--- config.mk ---
export PLATFORM = sky130hd
export DESIGN_NAME = ric_reset_init_ctrl
export DESIGN_NICKNAME = d
export VERILOG_FILES = /design/src/logic/ric_pkg.sv /design/src/logic/ric_low_filter.sv /design/src/logic/ric_reset_init_ctrl.sv
export SDC_FILE = /design/constraint.sdc
export NUM_CORES = 1
export LEC_CHECK = 0
export BUFFER_PORTS_ARGS = -buffer_cell sky130_fd_sc_hd__buf_4
export CAP_MARGIN = 5
export CORE_MARGIN = 2
export CORE_UTILIZATION = 55
export CTS_BUF_LIST = sky130_fd_sc_hd__clkbuf_16
export DETAILED_ROUTE_END_ITERATION = 16
export PLACE_DENSITY = 0.74
export SLEW_MARGIN = 5
export SYNTH_ARGS = -nofsm -noshare
export SYNTH_HDL_FRONTEND = slang
export SYNTH_HIERARCHICAL = 1
export SYNTH_SLANG_ARGS = --single-unit
--- constraint.sdc ---
create_clock -name mclk -period 4.8 [get_ports mclk]
set_input_delay 0.48 -clock mclk [delete_from_list [all_inputs] [get_ports mclk]]
set_output_delay 0.48 -clock mclk [all_outputs]
set_load 0.005 [all_outputs]
--- src/logic/ric_pkg.sv ---
// Constants and types for reset, start-up and configuration store
// Operation
// Stay in reset until the digital supply rises above the reset threshold voltage.
// A reset pin held low past the minimum pulse time holds reset.
// Leave reset no later than 1 ms after the reset pin returns high.
// Every exit from reset runs an initialization phase of about 20 ms.
// During initialization fan PWM pins drive low, all other outputs float.
// After initialization, outputs follow the stored configuration.
// Factory configuration floats general outputs, drives fan pins low, no sequencing.
// A host parameter write changes only its working RAM word, never flash.
// The store-all command copies the working RAM configuration into data flash.
// A whole flash image may be loaded over the I2C or JTAG path.
// Blank data flash at start-up enables the JTAG port.
// Bad configuration checksum loads factory defaults, asserts alert, sets a flag.
// Reset pin is synchronised and filtered; only full-length low pulses reset.
// One init-done status gates all configured behaviour.
package ric_pkg;
  // Timing
  localparam int RIC_CLK_MHZ           = 125;
  localparam int RIC_MIN_RST_PULSE_NS  = 1000;
  localparam int RIC_MIN_RST_PULSE_CYC =
    (RIC_MIN_RST_PULSE_NS * RIC_CLK_MHZ + 999) / 1000;
  localparam int RIC_INIT_TIME_MS      = 20;
  localparam int RIC_INIT_CYC          = RIC_INIT_TIME_MS * 1000 * RIC_CLK_MHZ;
  localparam int RIC_RELEASE_MAX_MS    = 1;
  localparam int RIC_RELEASE_MAX_CYC   =
    RIC_RELEASE_MAX_MS * 1000 * RIC_CLK_MHZ;
  // Configuration image layout
  localparam int RIC_CFG_DEPTH   = 16;
  localparam int RIC_CFG_WIDTH   = 32;
  localparam int RIC_IDX_GPO_OE  = 0;
  localparam int RIC_IDX_GPO_VAL = 1;
  localparam int RIC_IDX_FAN_EN  = 2;
  localparam int RIC_IDX_CTRL    = 3;
  localparam int RIC_CTRL_SEQ    = 0;
  localparam int RIC_CTRL_FAULT  = 1;
  localparam logic [31:0] RIC_FACTORY_WORD = 32'h0000_0000;
  localparam logic [31:0] RIC_BLANK_WORD   = 32'hffff_ffff;
  // Reset values
  localparam logic RIC_SYNC_RST  = 1'h1;
  localparam logic RIC_HOLD_RST  = 1'h1;
  localparam logic RIC_ALERT_RST = 1'h1;
  localparam logic RIC_BLANK_RST = 1'h1;

  typedef enum logic [2:0] {
    RIC_RESET, RIC_SCAN, RIC_FILL, RIC_WAIT, RIC_RUN, RIC_STORE
  } ric_state_type;
endpackage : ric_pkg

--- src/logic/ric_low_filter.sv ---
// Two-stage synchroniser and low-level length filter for a reset source
`timescale 1ns/1ns
`default_nettype none
module ric_low_filter #(
  parameter int LOW_CYCLES = ric_pkg::RIC_MIN_RST_PULSE_CYC
) (
  // Clock and reset
  input  wire logic mclk,
  input  wire logic rst_n,
  // Asynchronous active-low level and filtered hold
  input  wire logic level_n,
  output logic      hold
);
  import ric_pkg::*;

  localparam int CW = $clog2(LOW_CYCLES + 1);

  typedef struct packed {
    logic          s1;
    logic          s2;
    logic [CW-1:0] cnt;
    logic          hold;
  } ric_filt_type;

  ric_filt_type r;
  ric_filt_type nxt;

  // sync and filter
  always_comb begin
    nxt    = r;
    nxt.s1 = level_n;
    nxt.s2 = r.s1;
    if (!r.s2) begin
      if (r.cnt == CW'(LOW_CYCLES - 1)) begin
        nxt.hold = 1'b1;
      end else begin
        nxt.cnt = r.cnt + CW'(1);
      end
    end else begin
      nxt.cnt  = '0;
      nxt.hold = 1'b0;
    end
  end

  always_ff @(posedge mclk) begin
    if (!rst_n) begin
      r <= '{s1: RIC_SYNC_RST, s2: RIC_SYNC_RST, cnt: '0,
             hold: RIC_HOLD_RST};
    end else begin
      r <= nxt;
    end
  end

  assign hold = r.hold;

  chk_filter_length : assert property (
    @(posedge mclk) disable iff (!rst_n)
    $rose(r.hold) |-> $past(r.cnt) == CW'(LOW_CYCLES - 1) && !$past(r.s2))
    else $error("hold rose before a full-length low level");
endmodule : ric_low_filter
`default_nettype wire

--- src/logic/ric_reset_init_ctrl.sv ---
// Reset, initialization phase and configuration store controller
`timescale 1ns/1ns
`default_nettype none
module ric_reset_init_ctrl #(
  parameter int DEPTH        = ric_pkg::RIC_CFG_DEPTH,
  parameter int WIDTH        = ric_pkg::RIC_CFG_WIDTH,
  parameter int NGPO         = 16,
  parameter int NFAN         = 8,
  parameter int INIT_CYCLES  = ric_pkg::RIC_INIT_CYC,
  parameter int PULSE_CYCLES = ric_pkg::RIC_MIN_RST_PULSE_CYC
) (
  // Clock and reset
  input  wire logic                     mclk,
  input  wire logic                     rst_n,
  // Supply monitor and reset pin
  input  wire logic                     supply_ok,
  input  wire logic                     reset_pin_n,
  // Parameter writes and commands
  input  wire logic                     cfg_wr_en,
  input  wire logic [$clog2(DEPTH)-1:0] cfg_wr_addr,
  input  wire logic [WIDTH-1:0]         cfg_wr_data,
  input  wire logic                     store_all_cmd,
  input  wire logic                     alert_clr,
  // Flash image load
  input  wire logic                     img_wr_en,
  input  wire logic                     img_from_jtag,
  input  wire logic [$clog2(DEPTH)-1:0] img_addr,
  input  wire logic [WIDTH-1:0]         img_data,
  // Fan PWM source
  input  wire logic [NFAN-1:0]          fan_pwm_req,
  // Pins
  output logic [NGPO-1:0]               gpo_out,
  output logic [NGPO-1:0]               gpo_oe,
  output logic [NFAN-1:0]               fan_pwm_pins,
  // Status
  output logic                          init_done,
  output logic                          jtag_en,
  output logic                          alert_n,
  output logic                          cksum_bad,
  output logic                          seq_en,
  output logic                          fault_en,
  output logic                          store_busy
);
  import ric_pkg::*;

  localparam int AW   = $clog2(DEPTH);
  localparam int CW   = $clog2(INIT_CYCLES + 1);
  localparam int LAST = DEPTH - 1;

  typedef struct packed {
    ric_state_type    st;
    logic [CW-1:0]    cnt;
    logic [AW-1:0]    idx;
    logic [WIDTH-1:0] sum;
    logic             blank;
    logic             init_done;
    logic             jtag_en;
    logic             alert_n;
    logic             cksum_bad;
    logic             seq_en;
    logic             fault_en;
    logic             store_busy;
    logic [NGPO-1:0]  gpo_out;
    logic [NGPO-1:0]  gpo_oe;
    logic [NFAN-1:0]  fan;
  } ric_core_type;

  localparam ric_core_type CORE_RST = '{
    st: RIC_RESET, cnt: '0, idx: '0, sum: '0, blank: RIC_BLANK_RST,
    init_done: 1'b0, jtag_en: 1'b0, alert_n: RIC_ALERT_RST,
    cksum_bad: 1'b0, seq_en: 1'b0, fault_en: 1'b0, store_busy: 1'b0,
    gpo_out: '0, gpo_oe: '0, fan: '0};

  ric_core_type     r;
  ric_core_type     nxt;
  logic [WIDTH-1:0] ram   [DEPTH];
  logic [WIDTH-1:0] flash [DEPTH] = '{default: WIDTH'(RIC_BLANK_WORD)};
  logic             ram_we;
  logic [AW-1:0]    ram_wa;
  logic [WIDTH-1:0] ram_wd;
  logic             flash_we;
  logic [AW-1:0]    flash_wa;
  logic [WIDTH-1:0] flash_wd;
  logic             por_hold;
  logic             pin_hold;
  logic             dev_rst;

  // ****************************************************************
  // Reset sources
  // ****************************************************************
  // supply detector
  ric_low_filter #(.LOW_CYCLES(1)) u_por (
    .mclk    (mclk),
    .rst_n   (rst_n),
    .level_n (supply_ok),
    .hold    (por_hold)
  );

  // pin filter
  ric_low_filter #(.LOW_CYCLES(PULSE_CYCLES)) u_pin (
    .mclk    (mclk),
    .rst_n   (rst_n),
    .level_n (reset_pin_n),
    .hold    (pin_hold)
  );

  assign dev_rst = por_hold | pin_hold;

  // ****************************************************************
  // Sequencer
  // ****************************************************************
  always_comb begin
    nxt      = r;
    ram_we   = 1'b0;
    ram_wa   = r.idx;
    ram_wd   = flash[r.idx];
    flash_we = 1'b0;
    flash_wa = r.idx;
    flash_wd = ram[r.idx];
    if (dev_rst) begin
      // hold in reset
      nxt.st         = RIC_RESET;
      nxt.init_done  = 1'b0;
      // pins quiet
      nxt.gpo_oe     = '0;
      nxt.fan        = '0;
      nxt.seq_en     = 1'b0;
      nxt.fault_en   = 1'b0;
      nxt.store_busy = 1'b0;
      nxt.cnt        = '0;
      nxt.idx        = '0;
      nxt.sum        = '0;
      nxt.blank      = RIC_BLANK_RST;
    end else begin
      if (alert_clr) begin
        nxt.alert_n   = RIC_ALERT_RST;
        nxt.cksum_bad = 1'b0;
      end
      // init timer
      if (r.st != RIC_RUN && r.st != RIC_STORE &&
          r.cnt != CW'(INIT_CYCLES - 1)) begin
        nxt.cnt = r.cnt + CW'(1);
      end
      // run from config
      if (r.st == RIC_RUN || r.st == RIC_STORE) begin
        nxt.gpo_oe   = ram[RIC_IDX_GPO_OE][NGPO-1:0];
        nxt.gpo_out  = ram[RIC_IDX_GPO_VAL][NGPO-1:0];
        nxt.fan      = fan_pwm_req & ram[RIC_IDX_FAN_EN][NFAN-1:0];
        nxt.seq_en   = ram[RIC_IDX_CTRL][RIC_CTRL_SEQ];
        nxt.fault_en = ram[RIC_IDX_CTRL][RIC_CTRL_FAULT];
      end
      unique case (r.st)
        RIC_RESET: begin
          // prompt release
          nxt.st = RIC_SCAN;
        end
        RIC_SCAN: begin
          ram_we = 1'b1;
          if (flash[r.idx] != WIDTH'(RIC_BLANK_WORD)) begin
            nxt.blank = 1'b0;
          end
          if (r.idx == AW'(LAST)) begin
            nxt.idx = '0;
            // blank flash
            nxt.jtag_en = r.blank && flash[r.idx] == WIDTH'(RIC_BLANK_WORD);
            // checksum fail
            if (r.sum != flash[r.idx]) begin
              nxt.cksum_bad = 1'b1;
              nxt.alert_n   = 1'b0;
              nxt.st        = RIC_FILL;
            end else begin
              nxt.st = RIC_WAIT;
            end
          end else begin
            nxt.sum = r.sum + flash[r.idx];
            nxt.idx = r.idx + AW'(1);
          end
        end
        RIC_FILL: begin
          // factory defaults
          ram_we  = 1'b1;
          ram_wd  = WIDTH'(RIC_FACTORY_WORD);
          nxt.idx = r.idx + AW'(1);
          if (r.idx == AW'(LAST)) begin
            nxt.st = RIC_WAIT;
          end
        end
        RIC_WAIT: begin
          // init done
          if (r.cnt == CW'(INIT_CYCLES - 1)) begin
            nxt.st        = RIC_RUN;
            nxt.init_done = 1'b1;
          end
        end
        RIC_RUN: begin
          if (store_all_cmd) begin
            nxt.st         = RIC_STORE;
            nxt.idx        = '0;
            nxt.sum        = '0;
            nxt.store_busy = 1'b1;
          end else if (cfg_wr_en) begin
            // RAM only
            ram_we = 1'b1;
            ram_wa = cfg_wr_addr;
            ram_wd = cfg_wr_data;
          end
          // image load
          if (img_wr_en && (!img_from_jtag || r.jtag_en)) begin
            flash_we = 1'b1;
            flash_wa = img_addr;
            flash_wd = img_data;
          end
        end
        RIC_STORE: begin
          // copy to flash
          flash_we = 1'b1;
          if (r.idx == AW'(LAST)) begin
            flash_wd       = r.sum;
            nxt.st         = RIC_RUN;
            nxt.store_busy = 1'b0;
          end else begin
            nxt.sum = r.sum + ram[r.idx];
            nxt.idx = r.idx + AW'(1);
          end
        end
      endcase
    end
  end

  always_ff @(posedge mclk) begin
    if (!rst_n) begin
      r <= CORE_RST;
    end else begin
      r <= nxt;
    end
  end

  // ****************************************************************
  // Working RAM and data flash
  // ****************************************************************
  always_ff @(posedge mclk) begin
    if (ram_we) begin
      ram[ram_wa] <= ram_wd;
    end
    if (flash_we) begin
      flash[flash_wa] <= flash_wd;
    end
  end

  assign gpo_out      = r.gpo_out;
  assign gpo_oe       = r.gpo_oe;
  assign fan_pwm_pins = r.fan;
  assign init_done    = r.init_done;
  assign jtag_en      = r.jtag_en;
  assign alert_n      = r.alert_n;
  assign cksum_bad    = r.cksum_bad;
  assign seq_en       = r.seq_en;
  assign fault_en     = r.fault_en;
  assign store_busy   = r.store_busy;

  // ****************************************************************
  // Checks
  // ****************************************************************
  chk_por_hold : assert property (
    @(posedge mclk) disable iff (!rst_n)
    por_hold |=> r.st == RIC_RESET && !r.init_done)
    else $error("supply low but device not in reset");

  chk_pin_hold : assert property (
    @(posedge mclk) disable iff (!rst_n)
    pin_hold |=> r.st == RIC_RESET)
    else $error("reset pin held but device not in reset");

  chk_release_time : assert property (
    @(posedge mclk) disable iff (!rst_n)
    $fell(pin_hold) && !por_hold |-> ##1 r.st == RIC_SCAN)
    else $error("reset release too slow");

  chk_init_length : assert property (
    @(posedge mclk) disable iff (!rst_n)
    $rose(r.init_done) |-> $past(r.cnt) == CW'(INIT_CYCLES - 1))
    else $error("initialization phase length wrong");

  chk_init_pins : assert property (
    @(posedge mclk) disable iff (!rst_n)
    !r.init_done |-> r.fan == '0 && r.gpo_oe == '0)
    else $error("pins driven during initialization");

  chk_factory_fill : assert property (
    @(posedge mclk) disable iff (!rst_n)
    r.st == RIC_WAIT && $past(r.st) == RIC_FILL |->
      ram[RIC_IDX_CTRL] == WIDTH'(RIC_FACTORY_WORD) &&
      ram[RIC_IDX_FAN_EN] == WIDTH'(RIC_FACTORY_WORD))
    else $error("factory defaults not loaded");

  chk_ram_only : assert property (
    @(posedge mclk) disable iff (!rst_n)
    r.st == RIC_RUN && !dev_rst && cfg_wr_en && !store_all_cmd &&
      !img_wr_en |-> ram_we && !flash_we && ram_wd == cfg_wr_data)
    else $error("parameter write touched flash");

  chk_store_sum : assert property (
    @(posedge mclk) disable iff (!rst_n)
    r.st == RIC_STORE && r.idx == AW'(LAST) && !dev_rst |=>
      flash[LAST] == $past(r.sum) && r.st == RIC_RUN)
    else $error("store did not commit checksum");

  chk_jtag_gate : assert property (
    @(posedge mclk) disable iff (!rst_n)
    r.st == RIC_RUN && img_wr_en && img_from_jtag && !r.jtag_en |->
      !flash_we)
    else $error("image taken on disabled JTAG path");

  chk_blank_jtag : assert property (
    @(posedge mclk) disable iff (!rst_n)
    r.st == RIC_SCAN && r.idx == AW'(LAST) && r.blank && !dev_rst &&
      flash[LAST] == WIDTH'(RIC_BLANK_WORD) |=> r.jtag_en)
    else $error("blank flash did not enable JTAG");

  chk_bad_alert : assert property (
    @(posedge mclk) disable iff (!rst_n)
    $rose(r.cksum_bad) |-> !r.alert_n && r.st == RIC_FILL)
    else $error("checksum failure without alert");

  chk_done_run : assert property (
    @(posedge mclk) disable iff (!rst_n)
    r.init_done |-> r.st == RIC_RUN || r.st == RIC_STORE)
    else $error("init done outside normal operation");
endmodule : ric_reset_init_ctrl
`default_nettype wire

==> out/results.tsv <==
metric	value	unit
syn_area_per_cell	17.0	sq um
synthDistinctLibCells	79	
power_leakage	18.0	nW
outcome	completed	
power_density	352	nW/um^2
use_met3	6.46	%
routed_wl	129	mm
die_y	299	um
first_pass_iters	5	
core	86600	sq um
num_rows	108	
setup_viol	0	
grt_pass1_vias	28220	
ant_nets	0	
cp.arrival	5.07	ns
grtUsageMet1	39.5	%
power.share.clock	43.2	%
syn_area	48000	sq um
area_growth	16.0	%
ys_ff_latch	1151	
cts_root_buf	clkbuf_16	
pwr-share-seq	55.1	%
min_period	4.53	ns
antenna_cells	0	
routed_via_density	6.37	
endpoint_kind	flip-flop	
power_frac_comb	1.7	%
grt_util_met2	46.0	%
max_freq	0.221	GHz
synthTopCellsByCount	edfxtp_1 (1024), nand2_1 (248), mux4_2 (244), nor2_1 (152), dfxtp_1 (127)	
ios	136	
place_congestion	0.981	
fin_crit_sh	94.4	%
drv_cap	0	
io_buffers	135	
cts.htree.levels	3	
cp_max_fo	11	
multi_input_area	13700	sq um
synth_area_leaders	edfxtp_1 (64%), mux4_2 (11%), dfxtp_1 (5.3%), nand2_1 (1.9%), mux4_1 (1.4%)	
slew_viol_final	0	
synth_flop_cell	edfxtp_1	
slew_headroom	15.8	%
num-fill-cells	5785	
die_x	299	um
crit_family	compound AO/OA/AOI/OAI gates	
peakVddDrop	314	uV
postSynthCellCount	2820	
async_flop_share	0	%
worst_path_max_delay_cell	dfxtp_4	
synth_top_cell_area_share	64.1	%
cp.required	5.34	ns
grt.overflow.total	0	
drive_above_1_share	28.6	%
track_usage	28.7	%
tightest_slew	1.26	ns
die_area	89600	sq um
finalSetupTns	0	ns
grt_max_degree	57	
gr-max-usage-layer	met2	
p_switching	3.90	mW
clkLatencyLatePin	0.68	ns
synth_top_area_cell	edfxtp_1	
slowest_delay	0.44	ns
drc	0	
critPathKind	flip-flop to flip-flop	
placed_area	52000	sq um
power	19.6	mW
hold_class	input port to flip-flop	
synthMostInstantiatedCell	edfxtp_1	
start_util	55.4	%
design_area	55600	sq um
vias	28133	
crit_buf_inv	5	
finalHoldViolations	0	
synth-edff-count	1024	
worstSetupStartpointType	flip-flop	
routedWlPerCell	29.1	um
p_int	15.7	mW
drt_iter0_markers	3820	
seq_area	33300	sq um
skew	0.0255	ns
swShare	19.9	%
synth_fp_nets	2945	
clk_pin_slew_worst_paths	0.06	ns
synth_seq_area_share	69.4	%
grt_pass1_wl	187	mm
tritoncts	done	
post-route-util	64.2	%
antenna_found_initial	1	
nets	3297	
holdWs	0.0828	ns
hpwlAfterDp	83.3	mm
cts_max_path_buffers	3	
numCtsBuffers	111	
synth_warnings	6	
path_cells	buf_12 > buf_12 > buf_4 > mux2_2 > o221ai_1 > o21ai_0 > buf_4 > nor2_1 > nor2_1 > ha_1 > nand3_1 > or2_2 > o221a_2 > o21ai_1 > a31o_2 > a311oi_1 > buf_4 > o21ai_0 > xnor2_1 > o21ai_0	
clkSinkCount	1151	
## layout by cell type, fill, tap and decap left out, types with 28 or more instances in the layout
cell type and n:
nand2_1 246, ha_1 35, mux2i_1 56, edfxtp_1 1024, buf_4 399, mux4_2 244
inv_1 40, o21ai_0 112, nand3_1 35, xor2_1 45, a22oi_1 56, xnor2_1 54
mux2_2 36, clkinv_2 28, nor2_1 119, a21oi_1 105, nor2_4 32, clkbuf_16 115
dfxtp_1 123
## layout make-up
| class | instances | share of cell area (%) |
|---|---|---|
| Tap cell | 1155 | 2.60 |
| Timing Repair Buffer | 427 | 6.35 |
| Clock inverter | 90 | 1.19 |
| Sequential cell | 1151 | 59.9 |
| Inverter | 20 | 0.135 |
| Clock buffer | 115 | 5.17 |
| Multi-Input combinational cell | 1461 | 24.7 |
## registers in the layout, summed over array words and instances (netlist names), named ones only
signal / cells
u_pin/r: 8
gpo_oe: 16
seq_en: 1
gpo_out: 16
jtag_en: 1
u_pin/hold: 1
u_pin/nxt: 1
cksum_bad: 1
u_por/r: 2
fault_en: 1
init_done: 1
store_busy: 1
flash: 512
ram: 512
fan_pwm_pins: 8
u_por/hold: 1
r: 62
u_por/nxt: 1
alert_n: 1
## cells by family (layout without fill, tap and decap cells)
kind of cell | after synthesis | in the layout | synth area share (%)
AND/OR/NAND/NOR | 570 | 570 | 5.34
other | 1 | 1 | 0.00782
adder cells (fa/ha/maj) | 36 | 36 | 0.955
XOR/XNOR | 99 | 99 | 1.81
flip-flops | 1151 | 1151 | 69.4
AO/OA/AOI/OAI | 392 | 392 | 5.00
multiplexers | 363 | 363 | 14.9
buffers and inverters | 208 | 652 | 2.55
## timing repair
action / 4_1_cts / 5_1_grt
endpoints found under the setup margin: 0 / 9
hold buffers: 2 / 0
hold endpoints to repair: 2 / 0
resized for setup: 0 / 8
setup buffers: 0 / 7
## path summary, 6_finish.rpt
| kind | cells after the start | slack (ns) | from | end |
|---|---|---|---|---|
| worst max-delay path | 20 | 0.27 | flip-flop | r[78] |
| worst min-delay path | 3 | 0.08 | fan_pwm_req[7] | fan_pwm_pins[7] |
| worst max register to register | 20 | 0.27 | flip-flop | r[78] |
| worst min register to register | 1 | 0.41 | u_por/r[2] | u_por/hold |
## stage by stage
step | instances | setup slack [ns]
detailed placement | 4205 | 0.165
CTS | 4412 | 0.0872
global placement | 4205 | 0.213
floorplan | 2820 | 0.000496
finish | 4419 | 0.268
global route | 4419 | -0.000876
## worst register-to-register path, cell delays in order (launching register included)
cell and delay, ns:
dfxtp_4 0.44, buf_12 0.18, buf_12 0.14, buf_4 0.22, mux2_2 0.37, o221ai_1 0.31, o21ai_0 0.13, buf_4 0.19
nor2_1 0.11, nor2_1 0.06, ha_1 0.34, nand3_1 0.17, or2_2 0.35, o221a_2 0.24, o21ai_1 0.22, a31o_2 0.23
a311oi_1 0.10, buf_4 0.15, o21ai_0 0.21, xnor2_1 0.15, o21ai_0 0.09
## layer usage
| metal | wire [um] | up-vias |
|---|---|---|
| met5 | 20 | - |
| li1 | - | 11817 |
| met2 | 62000 | 1552 |
| met1 | 49100 | 14513 |
| met3 | 13100 | 249 |
| met4 | 4310 | 2 |
## power by group through the flow
stage,Sequential (mW),Combinational [mW],Clock [mW]
floorplan,11.0,0.151,0
global route,10.8,0.349,8.97
CTS,10.8,0.325,8.57
finish,10.8,0.333,8.47
detailed placement,11.0,0.321,0
global placement,11.0,0.314,0
Note: power is estimated with default switching activity, not from simulation.
